$ cat src/design/vcp_pkg.sv
package vcp_pkg;
	// geometry and plane indices
	localparam int unsigned DIM_W        = 12;
	localparam int unsigned PLANES       = 3;
	localparam int unsigned PL_Y         = 0;
	localparam int unsigned PL_U         = 1;
	localparam int unsigned PL_V         = 2;
	// register byte offsets
	localparam logic [11:0] OFS_CONTROL    = 12'h000;
	localparam logic [11:0] OFS_STATUS     = 12'h004;
	localparam logic [11:0] OFS_CAP_START  = 12'h008;
	localparam logic [11:0] OFS_CAP_SIZE   = 12'h00C;
	localparam logic [11:0] OFS_BASE_Y     = 12'h010;
	localparam logic [11:0] OFS_STEP_Y     = 12'h014;
	localparam logic [11:0] OFS_PLANE_STEP = 12'h008;
	localparam logic [11:0] OFS_LINE_ALERT = 12'h028;
	// capture_control_reg fields
	localparam int unsigned CB_ENABLE    = 0;
	localparam int unsigned CB_LITTLE    = 1;
	localparam int unsigned CB_HALFRES   = 2;
	localparam int unsigned CB_SITING    = 3;
	localparam int unsigned CB_IE_DONE   = 4;
	localparam int unsigned CB_IE_ALERT  = 5;
	localparam int unsigned CB_IE_FAULT  = 6;
	localparam int unsigned CB_ACK_DONE  = 8;
	localparam int unsigned CB_ACK_ALERT = 9;
	localparam int unsigned CB_ACK_FAULT = 10;
	localparam int unsigned CTL_W        = 7;
	localparam logic [6:0]  CTL_RST      = 7'h00;
	// capture_status_reg fields
	localparam int unsigned ST_DONE      = 0;
	localparam int unsigned ST_ALERT     = 1;
	localparam int unsigned ST_FAULT     = 2;
	localparam int unsigned ST_SECOND_FIELD_FLAG    = 3;
	localparam int unsigned ST_LINE_LSB  = 16;
	// base alignment and sample clamp
	localparam logic [31:0] ALIGN_MASK   = 32'h0000_003F;
	localparam logic [7:0]  SAT_MIN      = 8'h01;
	localparam logic [7:0]  SAT_MAX      = 8'hFF;
	// timing reference code
	localparam logic [7:0]  TRS_ONES     = 8'hFF;
	localparam logic [7:0]  TRS_ZERO     = 8'h00;
	localparam int unsigned TRS_F        = 6;
	localparam int unsigned TRS_V        = 5;
	localparam int unsigned TRS_H        = 4;
	// write completion bound after a line alert
	localparam int unsigned SYS_CLK_NS          = 10;
	localparam int unsigned LINE_ALERT_DRAIN_NS = 2000;
	localparam int unsigned LINE_ALERT_DRAIN_CYC = LINE_ALERT_DRAIN_NS / SYS_CLK_NS;

	typedef enum logic [2:0] {
		CAP_IDLE, CAP_WAIT_LINE, CAP_IN_LINE, CAP_EOL1, CAP_EOL2, CAP_LINE_END, CAP_DRAIN
	} vcp_cap_state_t;

	typedef struct packed {
		logic [31:0] addr;
		logic [31:0] data;
		logic [3:0]  be;
	} vcp_word_t;
endpackage

$ cat src/design/vcp_capture.sv
// Register access over APB and the register addresses were chosen for this implementation.
`timescale 1ns/1ns
module vcp_capture (
	// system
	input  wire logic               clk_sys,
	input  wire logic               rst_b,
	// apb slave
	input  wire logic               psel,
	input  wire logic               penable,
	input  wire logic               pwrite,
	input  wire logic [11:0]        paddr,
	input  wire logic [31:0]        pwdata,
	output logic      [31:0]        prdata,
	output logic                    pready,
	output logic                    pslverr,
	// camera pins
	input  wire logic               vid_clk,
	input  wire logic               vid_dvalid,
	input  wire logic [7:0]         vid_data,
	// memory write port
	output logic                    mem_req,
	output vcp_pkg::vcp_word_t      mem_word,
	input  wire logic               mem_ack,
	// interrupt request
	output logic                    irq
);
	localparam int ALERT_DRAIN_CYC = int'(vcp_pkg::LINE_ALERT_DRAIN_CYC);
	localparam int DW = vcp_pkg::DIM_W;

	function automatic logic [11:0] base_ofs(input int unsigned p);
		base_ofs = vcp_pkg::OFS_BASE_Y + 12'(p * vcp_pkg::OFS_PLANE_STEP);
	endfunction

	function automatic logic [11:0] step_ofs(input int unsigned p);
		step_ofs = vcp_pkg::OFS_STEP_Y + 12'(p * vcp_pkg::OFS_PLANE_STEP);
	endfunction

	function automatic logic [7:0] avg_sat(input logic [7:0] a, input logic [7:0] b);
		logic [8:0] s;
		s = {1'b0, a} + {1'b0, b} + 9'h001;
		avg_sat = (s[8:1] < vcp_pkg::SAT_MIN) ? vcp_pkg::SAT_MIN : s[8:1];
	endfunction

	// (-1 13 5 -1)/16 midway chroma, full precision then clamp
	function automatic logic [7:0] filt4(input logic [7:0] a, input logic [7:0] b,
		input logic [7:0] c, input logic [7:0] d);
		logic signed [13:0] s;
		logic signed [13:0] q;
		s = $signed({6'h00, b}) * 14'sh000D + $signed({6'h00, c}) * 14'sh0005
			- $signed({6'h00, a}) - $signed({6'h00, d}) + 14'sh0008;
		q = s >>> 4;
		if (q < 14'sh0001)
			filt4 = vcp_pkg::SAT_MIN;
		else if (q > 14'sh00FF)
			filt4 = vcp_pkg::SAT_MAX;
		else
			filt4 = q[7:0];
	endfunction

	// pins pass two flops before anything looks at them
	logic [9:0]  pin_meta;
	logic [9:0]  pin_sync;
	logic        pclk_prev;
	always_ff @(posedge clk_sys or negedge rst_b) begin
		if (!rst_b) begin
			pin_meta  <= '0;
			pin_sync  <= '0;
			pclk_prev <= 1'b0;
		end else begin
			pin_meta  <= {vid_clk, vid_dvalid, vid_data};
			pin_sync  <= pin_meta;
			pclk_prev <= pin_sync[9];
		end
	end
	wire       byte_stb = pin_sync[9] & ~pclk_prev & pin_sync[8];
	wire [7:0] byte_in  = pin_sync[7:0];

	// registers
	logic [6:0]    control;
	logic [31:0]   base_adr [3];
	logic [15:0]   line_step [3];
	logic [DW-1:0] start_x;
	logic [DW-1:0] start_y;
	logic [DW-1:0] cap_width;
	logic [DW-1:0] cap_height;
	logic [DW-1:0] line_alert;
	logic          done_flag;
	logic          alert_flag;
	logic          bandwidth_fault_flag;
	logic          second_field_flag;
	logic [DW-1:0] current_line_index;

	wire ctl_en      = control[vcp_pkg::CB_ENABLE];
	wire ctl_little  = control[vcp_pkg::CB_LITTLE];
	wire ctl_halfres = control[vcp_pkg::CB_HALFRES];
	wire chroma_siting_select = control[vcp_pkg::CB_SITING];

	wire apb_wr    = psel & penable & pwrite;
	wire ctl_wr    = apb_wr && paddr == vcp_pkg::OFS_CONTROL;
	wire ack_done  = ctl_wr & pwdata[vcp_pkg::CB_ACK_DONE];
	wire ack_alert = ctl_wr & pwdata[vcp_pkg::CB_ACK_ALERT];
	wire ack_fault = ctl_wr & pwdata[vcp_pkg::CB_ACK_FAULT];

	wire [31:0] status_word = {4'h0, current_line_index, 12'h000, second_field_flag,
		bandwidth_fault_flag, alert_flag, done_flag};

	logic [31:0] rd_mux;
	logic        rd_hit;
	always_comb begin
		rd_mux = '0;
		rd_hit = 1'b1;
		if (paddr == vcp_pkg::OFS_CONTROL)
			rd_mux[6:0] = control;
		else if (paddr == vcp_pkg::OFS_STATUS)
			rd_mux = status_word;
		else if (paddr == vcp_pkg::OFS_CAP_START)
			rd_mux = {4'h0, start_y, 4'h0, start_x};
		else if (paddr == vcp_pkg::OFS_CAP_SIZE)
			rd_mux = {4'h0, cap_height, 4'h0, cap_width};
		else if (paddr == vcp_pkg::OFS_LINE_ALERT)
			rd_mux = {20'h0_0000, line_alert};
		else
			rd_hit = 1'b0;
		for (int unsigned p = 0; p < vcp_pkg::PLANES; p++) begin
			if (paddr == base_ofs(p)) begin
				rd_mux = base_adr[p];
				rd_hit = 1'b1;
			end
			if (paddr == step_ofs(p)) begin
				rd_mux = {16'h0000, line_step[p]};
				rd_hit = 1'b1;
			end
		end
	end

	// zero-wait slave: read data is latched in the setup cycle
	assign pready  = 1'b1;
	assign pslverr = psel & penable & ~rd_hit;

	always_ff @(posedge clk_sys or negedge rst_b) begin
		if (!rst_b) begin
			control    <= vcp_pkg::CTL_RST;
			start_x    <= '0;
			start_y    <= '0;
			cap_width  <= '0;
			cap_height <= '0;
			line_alert <= '0;
			prdata     <= '0;
			for (int unsigned p = 0; p < vcp_pkg::PLANES; p++) begin
				base_adr[p]  <= '0;
				line_step[p] <= '0;
			end
		end else begin
			if (psel && !penable)
				prdata <= rd_mux;
			if (apb_wr) begin
				if (paddr == vcp_pkg::OFS_CONTROL)
					control <= pwdata[vcp_pkg::CTL_W-1:0];
				if (paddr == vcp_pkg::OFS_CAP_START) begin
					start_x <= pwdata[DW-1:0];
					start_y <= pwdata[DW+15:16];
				end
				if (paddr == vcp_pkg::OFS_CAP_SIZE) begin
					cap_width  <= pwdata[DW-1:0];
					cap_height <= pwdata[DW+15:16];
				end
				if (paddr == vcp_pkg::OFS_LINE_ALERT)
					line_alert <= pwdata[DW-1:0];
				for (int unsigned p = 0; p < vcp_pkg::PLANES; p++) begin
					if (paddr == base_ofs(p))
						base_adr[p] <= pwdata & ~vcp_pkg::ALIGN_MASK;
					if (paddr == step_ofs(p))
						line_step[p] <= pwdata[15:0];
				end
			end
		end
	end

	// stream parser: timing codes, line index, field
	logic [7:0]    hist0;
	logic [7:0]    hist1;
	logic [7:0]    hist2;
	logic          v_prev;
	logic [1:0]    ph;
	logic [DW-1:0] px;
	wire is_trs = hist2 == vcp_pkg::TRS_ONES && hist1 == vcp_pkg::TRS_ZERO
		&& hist0 == vcp_pkg::TRS_ZERO;
	wire trs_stb      = byte_stb & is_trs;
	wire is_sav       = trs_stb & ~byte_in[vcp_pkg::TRS_H];
	wire vblank_start = trs_stb & byte_in[vcp_pkg::TRS_V] & ~v_prev;
	wire [DW-1:0] next_line = (~byte_in[vcp_pkg::TRS_V] & v_prev) ? '0
		: current_line_index + 1'b1;
	wire alert_evt = is_sav && next_line == line_alert;

	always_ff @(posedge clk_sys or negedge rst_b) begin
		if (!rst_b) begin
			hist0              <= '0;
			hist1              <= '0;
			hist2              <= '0;
			v_prev             <= 1'b0;
			ph                 <= '0;
			px                 <= '0;
			current_line_index <= '0;
			second_field_flag  <= 1'b0;
		end else if (byte_stb) begin
			hist0 <= byte_in;
			hist1 <= hist0;
			hist2 <= hist1;
			if (trs_stb) begin
				v_prev <= byte_in[vcp_pkg::TRS_V];
				if (!byte_in[vcp_pkg::TRS_H]) begin
					ph                 <= '0;
					px                 <= '0;
					current_line_index <= next_line;
				end
				// field flag at vertical blanking start
				if (vblank_start)
					second_field_flag <= byte_in[vcp_pkg::TRS_F];
			end else begin
				ph <= ph + 2'd1;
				if (ph == 2'd3)
					px <= px + DW'(2);
			end
		end
	end

	// capture sequencing
	vcp_pkg::vcp_cap_state_t state;
	logic [DW-1:0] lines_left;
	logic [DW:0]   bytes_left;
	logic [1:0]    cph;
	logic [2:0]    pend_v;
	logic [3:0]    be_acc [3];
	wire drained = pend_v == 3'b000 && !mem_req && be_acc[0] == 4'h0
		&& be_acc[1] == 4'h0 && be_acc[2] == 4'h0;
	wire cap_start = state == vcp_pkg::CAP_IDLE && ctl_en && !done_flag && is_sav
		&& next_line == start_y;
	wire line_go  = state == vcp_pkg::CAP_WAIT_LINE && byte_stb && !is_trs && ph == 2'd0
		&& px == start_x;
	wire take     = line_go || (state == vcp_pkg::CAP_IN_LINE && byte_stb);
	wire [1:0] take_ph = line_go ? 2'd0 : cph;
	wire last_byte = state == vcp_pkg::CAP_IN_LINE && byte_stb && bytes_left == 1;
	wire line_end  = state == vcp_pkg::CAP_LINE_END;
	wire done_evt  = state == vcp_pkg::CAP_DRAIN && drained;

	always_ff @(posedge clk_sys or negedge rst_b) begin
		if (!rst_b) begin
			state      <= vcp_pkg::CAP_IDLE;
			lines_left <= '0;
			bytes_left <= '0;
			cph        <= '0;
		end else begin
			unique case (state)
			vcp_pkg::CAP_IDLE: if (cap_start) begin
				lines_left <= cap_height;
				state      <= vcp_pkg::CAP_WAIT_LINE;
			end
			vcp_pkg::CAP_WAIT_LINE: if (line_go) begin
				cph        <= 2'd1;
				bytes_left <= {cap_width, 1'b0} - 1'b1;
				state      <= vcp_pkg::CAP_IN_LINE;
			end
			vcp_pkg::CAP_IN_LINE: if (byte_stb) begin
				cph        <= cph + 2'd1;
				bytes_left <= bytes_left - 1'b1;
				if (last_byte)
					state <= chroma_siting_select ? vcp_pkg::CAP_EOL1 : vcp_pkg::CAP_LINE_END;
			end
			vcp_pkg::CAP_EOL1: state <= vcp_pkg::CAP_EOL2;
			vcp_pkg::CAP_EOL2: state <= vcp_pkg::CAP_LINE_END;
			vcp_pkg::CAP_LINE_END: begin
				lines_left <= lines_left - 1'b1;
				state <= (lines_left == 1) ? vcp_pkg::CAP_DRAIN : vcp_pkg::CAP_WAIT_LINE;
			end
			// completion waits for every word to be accepted
			vcp_pkg::CAP_DRAIN: if (drained)
				state <= vcp_pkg::CAP_IDLE;
			default: state <= vcp_pkg::CAP_IDLE;
			endcase
		end
	end

	// chroma siting: co-sited passes through, midway uses a 4-tap with lag of two
	logic [7:0] chist [2][3];
	logic [1:0] ccnt [2];
	logic [1:0] cf_vld;
	logic [7:0] cf_val [2];
	always_comb begin
		for (int c = 0; c < 2; c++) begin
			cf_vld[c] = 1'b0;
			cf_val[c] = byte_in;
			if (!chroma_siting_select) begin
				cf_vld[c] = take && take_ph == 2'(2 * c);
			end else if (take && take_ph == 2'(2 * c) && ccnt[c] >= 2'd2) begin
				// midway; left edge mirrors around the first pixel
				cf_vld[c] = 1'b1;
				cf_val[c] = filt4((ccnt[c] == 2'd2) ? chist[c][0] : chist[c][2],
					chist[c][1], chist[c][0], byte_in);
			end else if (state == vcp_pkg::CAP_EOL1) begin
				// right edge mirrors around the last pixel
				cf_vld[c] = 1'b1;
				cf_val[c] = filt4(chist[c][2], chist[c][1], chist[c][0], chist[c][1]);
			end else if (state == vcp_pkg::CAP_EOL2) begin
				cf_vld[c] = 1'b1;
				cf_val[c] = filt4(chist[c][1], chist[c][0], chist[c][1], chist[c][2]);
			end
		end
	end

	// decimation and packing per plane
	logic [2:0] dec_vld;
	logic [7:0] dec_val [3];
	logic [7:0] keep [3];
	logic [2:0] dph;
	logic [2:0] push;
	logic [7:0] push_val [3];
	logic [31:0] bp [3];
	logic [31:0] acc [3];
	logic [31:0] put_data [3];
	logic [3:0]  put_be [3];
	logic [1:0]  pos [3];
	logic [2:0]  hand;
	logic [2:0]  grant;
	logic [1:0]  gsel;
	logic [2:0]  slot_busy;
	vcp_pkg::vcp_word_t pend_word [3];
	wire mem_free = !mem_req || mem_ack;

	always_comb begin
		dec_vld[0] = take & take_ph[0];
		dec_val[0] = byte_in;
		dec_vld[1] = cf_vld[0];
		dec_val[1] = cf_val[0];
		dec_vld[2] = cf_vld[1];
		dec_val[2] = cf_val[1];
		grant      = '0;
		gsel       = '0;
		for (int p = 0; p < 3; p++) begin
			// full resolution keeps every sample; half keeps the rounded mean of each pair
			push[p]     = ctl_halfres ? (dec_vld[p] & dph[p]) : dec_vld[p];
			push_val[p] = ctl_halfres ? avg_sat(keep[p], dec_val[p]) : dec_val[p];
			// byte lane by endianness; consecutive bytes
			pos[p]      = ctl_little ? bp[p][1:0] : ~bp[p][1:0];
			put_data[p] = acc[p];
			put_be[p]   = be_acc[p];
			if (push[p]) begin
				put_data[p][{pos[p], 3'b000} +: 8] = push_val[p];
				put_be[p][pos[p]] = 1'b1;
			end
			hand[p] = (push[p] && bp[p][1:0] == 2'd3) || (line_end && be_acc[p] != 4'h0);
			if (mem_free && pend_v[p] && grant == 3'b000) begin
				grant[p] = 1'b1;
				gsel     = 2'(p);
			end
			slot_busy[p] = pend_v[p] & ~grant[p];
		end
	end
	wire overflow = |(hand & slot_busy);

	always_ff @(posedge clk_sys or negedge rst_b) begin
		if (!rst_b) begin
			pend_v   <= '0;
			dph      <= '0;
			mem_req  <= 1'b0;
			mem_word <= '0;
			for (int p = 0; p < 3; p++) begin
				bp[p]        <= '0;
				acc[p]       <= '0;
				be_acc[p]    <= '0;
				keep[p]      <= '0;
				pend_word[p] <= '0;
			end
			for (int c = 0; c < 2; c++) begin
				ccnt[c]     <= '0;
				chist[c][0] <= '0;
				chist[c][1] <= '0;
				chist[c][2] <= '0;
			end
		end else begin
			for (int c = 0; c < 2; c++) begin
				if (line_end)
					ccnt[c] <= '0;
				else if (take && take_ph == 2'(2 * c)) begin
					ccnt[c]     <= (ccnt[c] == 2'd3) ? 2'd3 : ccnt[c] + 2'd1;
					chist[c][0] <= byte_in;
					chist[c][1] <= chist[c][0];
					chist[c][2] <= chist[c][1];
				end
			end
			for (int p = 0; p < 3; p++) begin
				if (line_end)
					dph[p] <= 1'b0;
				else if (dec_vld[p]) begin
					dph[p]  <= ~dph[p];
					keep[p] <= dec_val[p];
				end
				if (grant[p])
					pend_v[p] <= 1'b0;
				if (cap_start) begin
					// pointers load from base only at image start
					bp[p]     <= base_adr[p];
					acc[p]    <= '0;
					be_acc[p] <= '0;
				end else begin
					if (push[p])
						bp[p] <= bp[p] + 32'd1;
					// live line step applied at each line end
					if (line_end)
						bp[p] <= bp[p] - 32'd1 + {16'h0000, line_step[p]};
					if (hand[p]) begin
						acc[p]    <= '0;
						be_acc[p] <= '0;
						// a word that finds its slot full is dropped, address still advances
						if (!slot_busy[p]) begin
							pend_v[p]    <= 1'b1;
							pend_word[p] <= '{addr: {bp[p][31:2], 2'b00}, data: put_data[p],
								be: put_be[p]};
						end
					end else if (push[p]) begin
						acc[p]    <= put_data[p];
						be_acc[p] <= put_be[p];
					end
				end
			end
			// words leave at each line end, so an alert waits only on memory
			if (mem_free) begin
				mem_req <= |grant;
				if (|grant)
					mem_word <= pend_word[gsel];
			end
		end
	end

	// event flags: a set in the same cycle as its acknowledge wins
	always_ff @(posedge clk_sys or negedge rst_b) begin
		if (!rst_b) begin
			done_flag            <= 1'b0;
			alert_flag           <= 1'b0;
			bandwidth_fault_flag <= 1'b0;
		end else begin
			// completion set after drain, acknowledge clears and re-arms
			done_flag            <= done_evt | (done_flag & ~ack_done);
			alert_flag           <= alert_evt | (alert_flag & ~ack_alert);
			bandwidth_fault_flag <= overflow | (bandwidth_fault_flag & ~ack_fault);
		end
	end

	// one level request from the enabled flags
	assign irq = (done_flag & control[vcp_pkg::CB_IE_DONE])
		| (alert_flag & control[vcp_pkg::CB_IE_ALERT])
		| (bandwidth_fault_flag & control[vcp_pkg::CB_IE_FAULT]);

	a_start_gate: assert property (@(posedge clk_sys) disable iff (!rst_b)
		state == vcp_pkg::CAP_IDLE && !cap_start |=> state == vcp_pkg::CAP_IDLE)
		else $error("capture left idle without its start conditions");
	a_base_load: assert property (@(posedge clk_sys) disable iff (!rst_b)
		cap_start |=> bp[0] == $past(base_adr[0]) && bp[0][5:0] == 6'h00)
		else $error("luma pointer not loaded from aligned base");
	a_pack_order: assert property (@(posedge clk_sys) disable iff (!rst_b)
		push[0] && !ctl_little && bp[0][1:0] == 2'd0 && !cap_start
		|=> acc[0][31:24] == $past(push_val[0]) && bp[0][1:0] == 2'd1)
		else $error("big-endian first byte not in top lane");
	a_line_step: assert property (@(posedge clk_sys) disable iff (!rst_b)
		line_end |=> bp[1] == $past(bp[1]) - 32'd1 + {16'h0000, $past(line_step[1])})
		else $error("line step not applied at line end");
	a_done_drain: assert property (@(posedge clk_sys) disable iff (!rst_b)
		$rose(done_flag) |-> $past(drained) && pend_v == 3'b000)
		else $error("completion raised before memory drained");
	a_field_hold: assert property (@(posedge clk_sys) disable iff (!rst_b)
		!vblank_start |=> $stable(second_field_flag))
		else $error("field flag moved outside vertical blanking start");
	a_alert_ack: assert property (@(posedge clk_sys) disable iff (!rst_b)
		alert_flag && !alert_evt |=> alert_flag == !$past(ack_alert))
		else $error("alert flag acknowledge misbehaved");
	a_alert_drain: assert property (@(posedge clk_sys) disable iff (!rst_b)
		$rose(alert_flag) && state != vcp_pkg::CAP_IN_LINE
		|-> ##[0:ALERT_DRAIN_CYC] (pend_v == 3'b000 && !mem_req))
		else $error("writes still pending long after line alert");
	a_fault_set: assert property (@(posedge clk_sys) disable iff (!rst_b)
		overflow |=> bandwidth_fault_flag ##1 (bandwidth_fault_flag || $past(ack_fault)))
		else $error("overflow did not set sticky fault");
	a_irq_drop: assert property (@(posedge clk_sys) disable iff (!rst_b)
		ctl_wr && pwdata[10:8] == 3'b111 && !done_evt && !alert_evt && !overflow |=> !irq)
		else $error("interrupt request held after all flags cleared");
	a_sat_range: assert property (@(posedge clk_sys) disable iff (!rst_b)
		push[1] && (chroma_siting_select || ctl_halfres) |-> push_val[1] != 8'h00)
		else $error("filtered chroma below clamp floor");
endmodule

$ cat config.mk
export PLATFORM = sky130hd
export DESIGN_NAME = vcp_capture
export DESIGN_NICKNAME = d
export VERILOG_FILES = /design/src/design/vcp_pkg.sv /design/src/design/vcp_capture.sv
export SDC_FILE = /design/constraint.sdc
export NUM_CORES = 2
export LEC_CHECK = 0
export BUFFER_PORTS_ARGS = -buffer_cell sky130_fd_sc_hd__buf_2
export CORE_ASPECT_RATIO = 0.9
export CORE_MARGIN = 4
export CORE_UTILIZATION = 45
export DETAILED_ROUTE_END_ITERATION = 10
export GPL_TIMING_DRIVEN = 1
export PLACE_DENSITY_LB_ADDON = 0.2
export SETUP_SLACK_MARGIN = 0.2
export SLEW_MARGIN = 20
export SYNTH_ARGS = -nofsm -noshare
export SYNTH_HDL_FRONTEND = slang
export SYNTH_SLANG_ARGS = --single-unit
$ cat constraint.sdc
create_clock -name clk_sys -period 8.55 [get_ports clk_sys]
set_clock_uncertainty 0.1 [all_clocks]
set_input_delay 1.2825 -clock clk_sys [delete_from_list [all_inputs] [get_ports clk_sys]]
set_output_delay 1.2825 -clock clk_sys [all_outputs]
set_load 0.05 [all_outputs]
; Word-level counts from Yosys, hierarchy flattened
; Cells that the tools add are included.
[totals]
out_inout_bits = 104
register_bits = 884
wordCells = 514
in_bits = 60
[classes]
eq_ne = 37
shifts = 6
bitwise = 58
n_lt_le_gt_ge = 24
muxes = 160
addsub = 49
reduce_logical = 104
n_mul = 8
[ops]
columns = operator, n
row1 = two-way mux 32 bit, 27
row2 = two-way mux 8 bit, 28
row3 = binary-select mux 68 bit (select 2 bit), 1
row4 = two-way mux 68 bit, 2
row5 = subtractor 14 x 9 -> 14 bit, 8
row6 = "adder 32 x 1 -> 32 bit, second input constant", 3
row7 = adder 32 x 16 -> 32 bit, 3
row8 = bitwise mux 32 bit, 3
row9 = "variable shift 8 x 7 -> 32 bit, first input constant", 3
row10 = variable part select 8 x 7 -> 32 bit, 3
row11 = "subtractor 32 x 1 -> 32 bit, second input constant", 3
row12 = "adder 14 x 5 -> 14 bit, second input constant", 6
row13 = two-way mux 28 bit, 3
row14 = two-way mux 12 bit, 6
row15 = "greater-than comparator 10 x 9 -> 1 bit, second input constant", 6
row16 = "less-than comparator 10 x 2 -> 1 bit, second input constant", 6
row17 = subtractor 13 x 8 -> 14 bit, 4
row18 = adder 12 x 11 -> 13 bit, 4
row19 = "== test 12 x 5 -> 1 bit, second input constant", 4
row20 = "multiplier 8 x 4 -> 12 bit, second input constant", 4
row21 = two-way mux 4 bit, 12
row22 = two-way mux 1 bit, 45
row23 = "multiplier 8 x 3 -> 11 bit, second input constant", 4
row24 = logical AND 1 bit, 38
row25 = other kinds (56), 220

; Longest topological paths before layout
[logic_depth]
ltp_word = 24
ltp_mapped = 44
mapped_depth_nobuf = 43

; Worst setup path after synthesis
; Ideal clock, no wire load.
[synth_path]
path_kind = register -> register
start = register chist[18] (netlist bit)
end = register acc[0] (netlist bit)
arrival_ns = 8.509
slack_ns = -0.126
period_less_slack_ns = 8.676
stages_incl_launch_ff = 32
path_buffers = 0
path_cell_list = dfrtp_1 > ha_1 > fa_1 > inv_1 > fa_1 > fa_1 > inv_1 > ha_1 > o21ai_1 > o21bai_1 > a21oi_1 > xnor2_1 > fa_1 > ha_1 > ha_1 > or3_1 > or3_1 > a2111oi_1 > o21ai_1 > a221oi_2 > o21bai_1 > nand2_1 > o21ai_0 > o22a_1 > ha_1 > a21oi_1 > nand2_1 > xnor2_1 > or4_1 > or4b_2 > o31ai_4 > a22o_1
[synth_lines]
columns = item, line
row1 = from (decl), vcp_capture.sv:284  ; logic [7:0] chist [2][3];
row2 = "from (signal, indexed assignment)", vcp_capture.sv:385  ; chist[c][0] <= byte_in;
row3 = "from (signal, indexed assignment)", vcp_capture.sv:386  ; chist[c][1] <= chist[c][0];
row4 = "from (signal, indexed assignment)", vcp_capture.sv:387  ; chist[c][2] <= chist[c][1];
row5 = "to (signal, indexed assignment)", vcp_capture.sv:420  ; acc[p] <= put_data[p];
row6 = to (decl), vcp_capture.sv:318  ; logic [31:0] acc [3];

==> impl_metrics.py <==
metrics = {
    "pwr": {
        "p_leak_nw": 31.9,
        "ir_drop_v": 0.000179,
        "switchingPower_mw": 2.71,
        "p_per_area_nw_per_um2": 151,
        "p_seq_share_pct": 43.7,
        "p_clk_share_pct": 46.0,
        "comb_power_share_pct": 10.3,
        "p_int_mw": 7.33,
        "p_sw_share_pct": 27.0,
        "total_power_mw": 10.0,
    },
    "logic_synthesis": {
        "synthFlopType": "dfrtp_1",
        "synth_edf_count": 0,
        "yosysWarnings": 0,
        "mappedNetlistArea_sq_um": 57500,
        "ys_seq_elements": 881,
        "synth_cell_types": 106,
        "seq_area_frac_synth_pct": 38.3,
        "async_reset_ff_share_pct": 100,
        "syn_avg_cell_area_sq_um": 9.32,
        "synth_cells": 6169,
    },
    "final_layout": {
        "drive_above_1_share_pct": 17.2,
        "final_util_pct": 52.2,
        "syn2layout_area_growth_pct": 15.3,
        "final_nets": 7067,
    },
    "worst_setup_path": {
        "crit_type": "flip-flop to flip-flop",
        "slowest_stage": "fa_1",
        "setup.worst_path.end_class": "flip-flop",
        "cp_top_family": "adder cells",
        "critPathRequiredTime_ps": 9100,
        "critPathBufInv": 5,
        "path_max_fanout": 8,
        "crit_path_start_kind": "flip-flop",
        "worstPathArrival_ps": 9000,
        "cpPeakStageDelay_ps": 540,
    },
    "floorplanning": {
        "core_sq_um": 127000,
        "fp.dieW_microns": 385,
        "die_h_microns": 347,
        "die-area_sq_um": 134000,
        "rows": 124,
        "initial_core_util_pct": 45.3,
        "io_pins": 164,
    },
    "clock_network": {
        "h-tree-depth": 3,
        "cts_tree": "done",
        "path_clk_slew_ps": 70,
        "cts_root_buf": "clkbuf_16",
        "postCtsHoldBufs": 0,
        "clockBufferDepth": 3,
        "cts_buffers": 99,
        "clkSinkCount": 881,
        "worstSkewPairLatency_ps": 730,
    },
    "place": {
        "post-place-ws_ps": -298,
        "hpwl_microns": 134000,
        "gp_congestion": 0.934,
        "io_buffers": 160,
    },
    "sta": {
        "slew_headroom_pct": 24.8,
        "layout_min_cycle_time_ps": 8450,
        "worst_slew_pin_slew_ps": 1100,
        "fmax_mhz": 118,
        "finalSetupViolations": 0,
        "finalMaxSlewViolations": 0,
        "finalWorstSetupSlack_ps": 97.2,
        "hold_viol": 0,
        "grt_setup_unrepaired": "true",
        "post-route-period-util_pct": 98.9,
    },
    "detailed_routing": {
        "drc": 0,
        "vias_per_cell": 5.75,
        "drt_wl_total_microns": 182000,
        "first_pass_iters": 6,
        "initialDrtViolationCount": 4591,
        "via_count": 47200,
        "wl_per_cell_microns": 22.2,
        "postRouteAntennaNets": 0,
    },
    "global_routing": {
        "overflow": 0,
        "grt_usage_pct": 26.9,
        "grt_pass1_wl_microns": 279000,
        "antenna_found_initial": 9,
        "grt_max_degree": 177,
        "grt_pass1_vias": 45600,
    },
    "run_status": {
        "status": "completed",
    },
    "run": {
        "maxCapViolCount": 0,
    },
    "min_path": {
        "worstHoldPathType": "flip-flop to flip-flop",
    },
}
-- worst paths after layout --
check | start | end | slack (ps) | depth (start not counted)
max reg2reg | chist[18] | pend_word[28] | 100 | 32
min in group asynchronous | rst_b | chist[0] | 410 | 1
min reg2reg | pin_meta[0] | pin_sync[0] | 240 | 0
max in group asynchronous | rst_b | cap_width[6] | 6010 | 3
max | chist[18] | pend_word[28] | 100 | 32
min | pin_meta[0] | pin_sync[0] | 240 | 0
-- kinds of logic (layout without fill, tap and decap cells) --
family	count (synthesis)	after routing	share of synthesized area (%)
other	2	6	0.0131
xor gates and xnor gates	303	303	4.63
adders and majority gates	582	582	14.3
and+or+nand+nor	1658	1658	13.1
muxes	390	390	7.42
DFF	881	881	38.3
AOI/OAI and AO/OA	1540	1540	16.8
buffers and inverters	813	1150	5.38
-- cells in the final DEF (no fill, tap or decap), types with 42 or more instances in the layout --
master	netlist	routed
dfrtp_1	881	875
nand2_1	642	638
inv_1	545	540
o21ai_0	505	480
nor2_1	482	473
ha_1	460	422
a21oi_1	381	365
mux2_2	288	283
buf_4	3	254
xnor2_1	194	188
buf_2	22	159
fa_1	122	119
nand3_1	104	103
mux2i_1	101	100
xor2_1	108	99
clkbuf_16	0	99
a21o_1	91	91
a22oi_1	78	68
nor3_1	75	67
a211oi_1	53	52
nor2b_1	44	42
-- metrics by stage --
step | hold slack, ps | cells | cell area [sq um] | setup TNS [ps]
after floorplan | 231 | 6170 | 57600 | 0
after global placement | 235 | 7987 | 61400 | -1720
after detailed placement | 235 | 7988 | 61400 | -3090
after CTS | 246 | 8194 | 65600 | 0
after global routing | 255 | 8209 | 66300 | -5350
final | 243 | 8211 | 66300 | 0
-- synthesized netlist by cell type (11+ instances only) --
| master | count | area share, % |
|---|---|---|
| or4_1 | 12 | 0.16 |
| nor3_1 | 75 | 0.65 |
| nand3_1 | 104 | 0.91 |
| ha_1 | 460 | 10 |
| nor2_1 | 482 | 3.1 |
| a31oi_1 | 40 | 0.44 |
| a221o_1 | 11 | 0.19 |
| a21o_1 | 91 | 1.2 |
| o31ai_1 | 35 | 0.46 |
| a22oi_1 | 78 | 1.0 |
| fa_1 | 122 | 4.2 |
| mux2i_1 | 101 | 1.8 |
| inv_1 | 545 | 3.6 |
| buf_2 | 22 | 0.19 |
| a211oi_1 | 53 | 0.69 |
| nand2b_1 | 43 | 0.47 |
| nand4_1 | 36 | 0.39 |
| and3_1 | 35 | 0.38 |
| o21a_1 | 38 | 0.50 |
| nor4_1 | 31 | 0.34 |
| o211ai_1 | 29 | 0.38 |
| clkbuf_1 | 214 | 1.4 |
| a222oi_1 | 19 | 0.33 |
| o21bai_1 | 27 | 0.35 |
| o22ai_1 | 32 | 0.35 |
| buf_1 | 25 | 0.16 |
| dfrtp_1 | 881 | 38 |
| and2_1 | 35 | 0.38 |
| o21ai_0 | 505 | 4.4 |
| or3_1 | 42 | 0.46 |
| mux2_2 | 288 | 5.6 |
| a21oi_1 | 381 | 3.3 |
| a31o_2 | 12 | 0.18 |
| a41oi_1 | 12 | 0.18 |
| nand2_1 | 642 | 4.2 |
| a22o_1 | 15 | 0.23 |
| a2bb2oi_1 | 14 | 0.21 |
| a221oi_1 | 28 | 0.43 |
| nor2b_1 | 44 | 0.48 |
| xnor2_1 | 194 | 3.0 |
| xor2_1 | 108 | 1.6 |
| or2_2 | 15 | 0.16 |
-- sequential cells by signal (all words and copies together), names as in the netlist, 24 cells and up --
register,count
bp,96
prdata,32
acc,96
keep,24
mem_word,66
pend_word,198
line_step,48
base_adr,78
chist,48
-- metal layers --
metal / track usage (%) / up-vias / wire [microns]
li1: - / 22100 / -
met4: 6.12 / 0 / 4130
met1: 41.5 / 23300 / 87000
met2: 38.5 / 1613 / 75500
met5: 0 / - / 0
met3: 5.75 / 237 / 15300
-- final cells by class --
type	instances	area, sq um
Tap cell	1701	2130
Inverter	545	2050
Clock inverter	41	583
Timing Repair Buffer	422	2870
Clock buffer	142	2900
Antenna cell	3	7.51
Fill cell	11900	60600
Sequential cell	881	22100
Multi-Input combinational cell	4476	33700
-- power groups by stage --
| stage | combinational, mW | clock [mW] | sequential, mW |
|---|---|---|---|
| after floorplan | 0.299 | 0 | 4.77 |
| after global placement | 0.991 | 0 | 4.46 |
| after detailed placement | 0.999 | 0 | 4.47 |
| after CTS | 1.02 | 4.69 | 4.39 |
| after global routing | 1.12 | 4.87 | 4.41 |
| final | 1.03 | 4.61 | 4.39 |
-- timing repair --
item / in CTS / in global routing
hold endpoints to repair: 0 / 0
pin swaps: 62 / 62
setup buffers: 23 / 14
gates resized for setup: 79 / 114
setup endpoints to repair: 63 / 104
(Power assumes the default switching activity.)
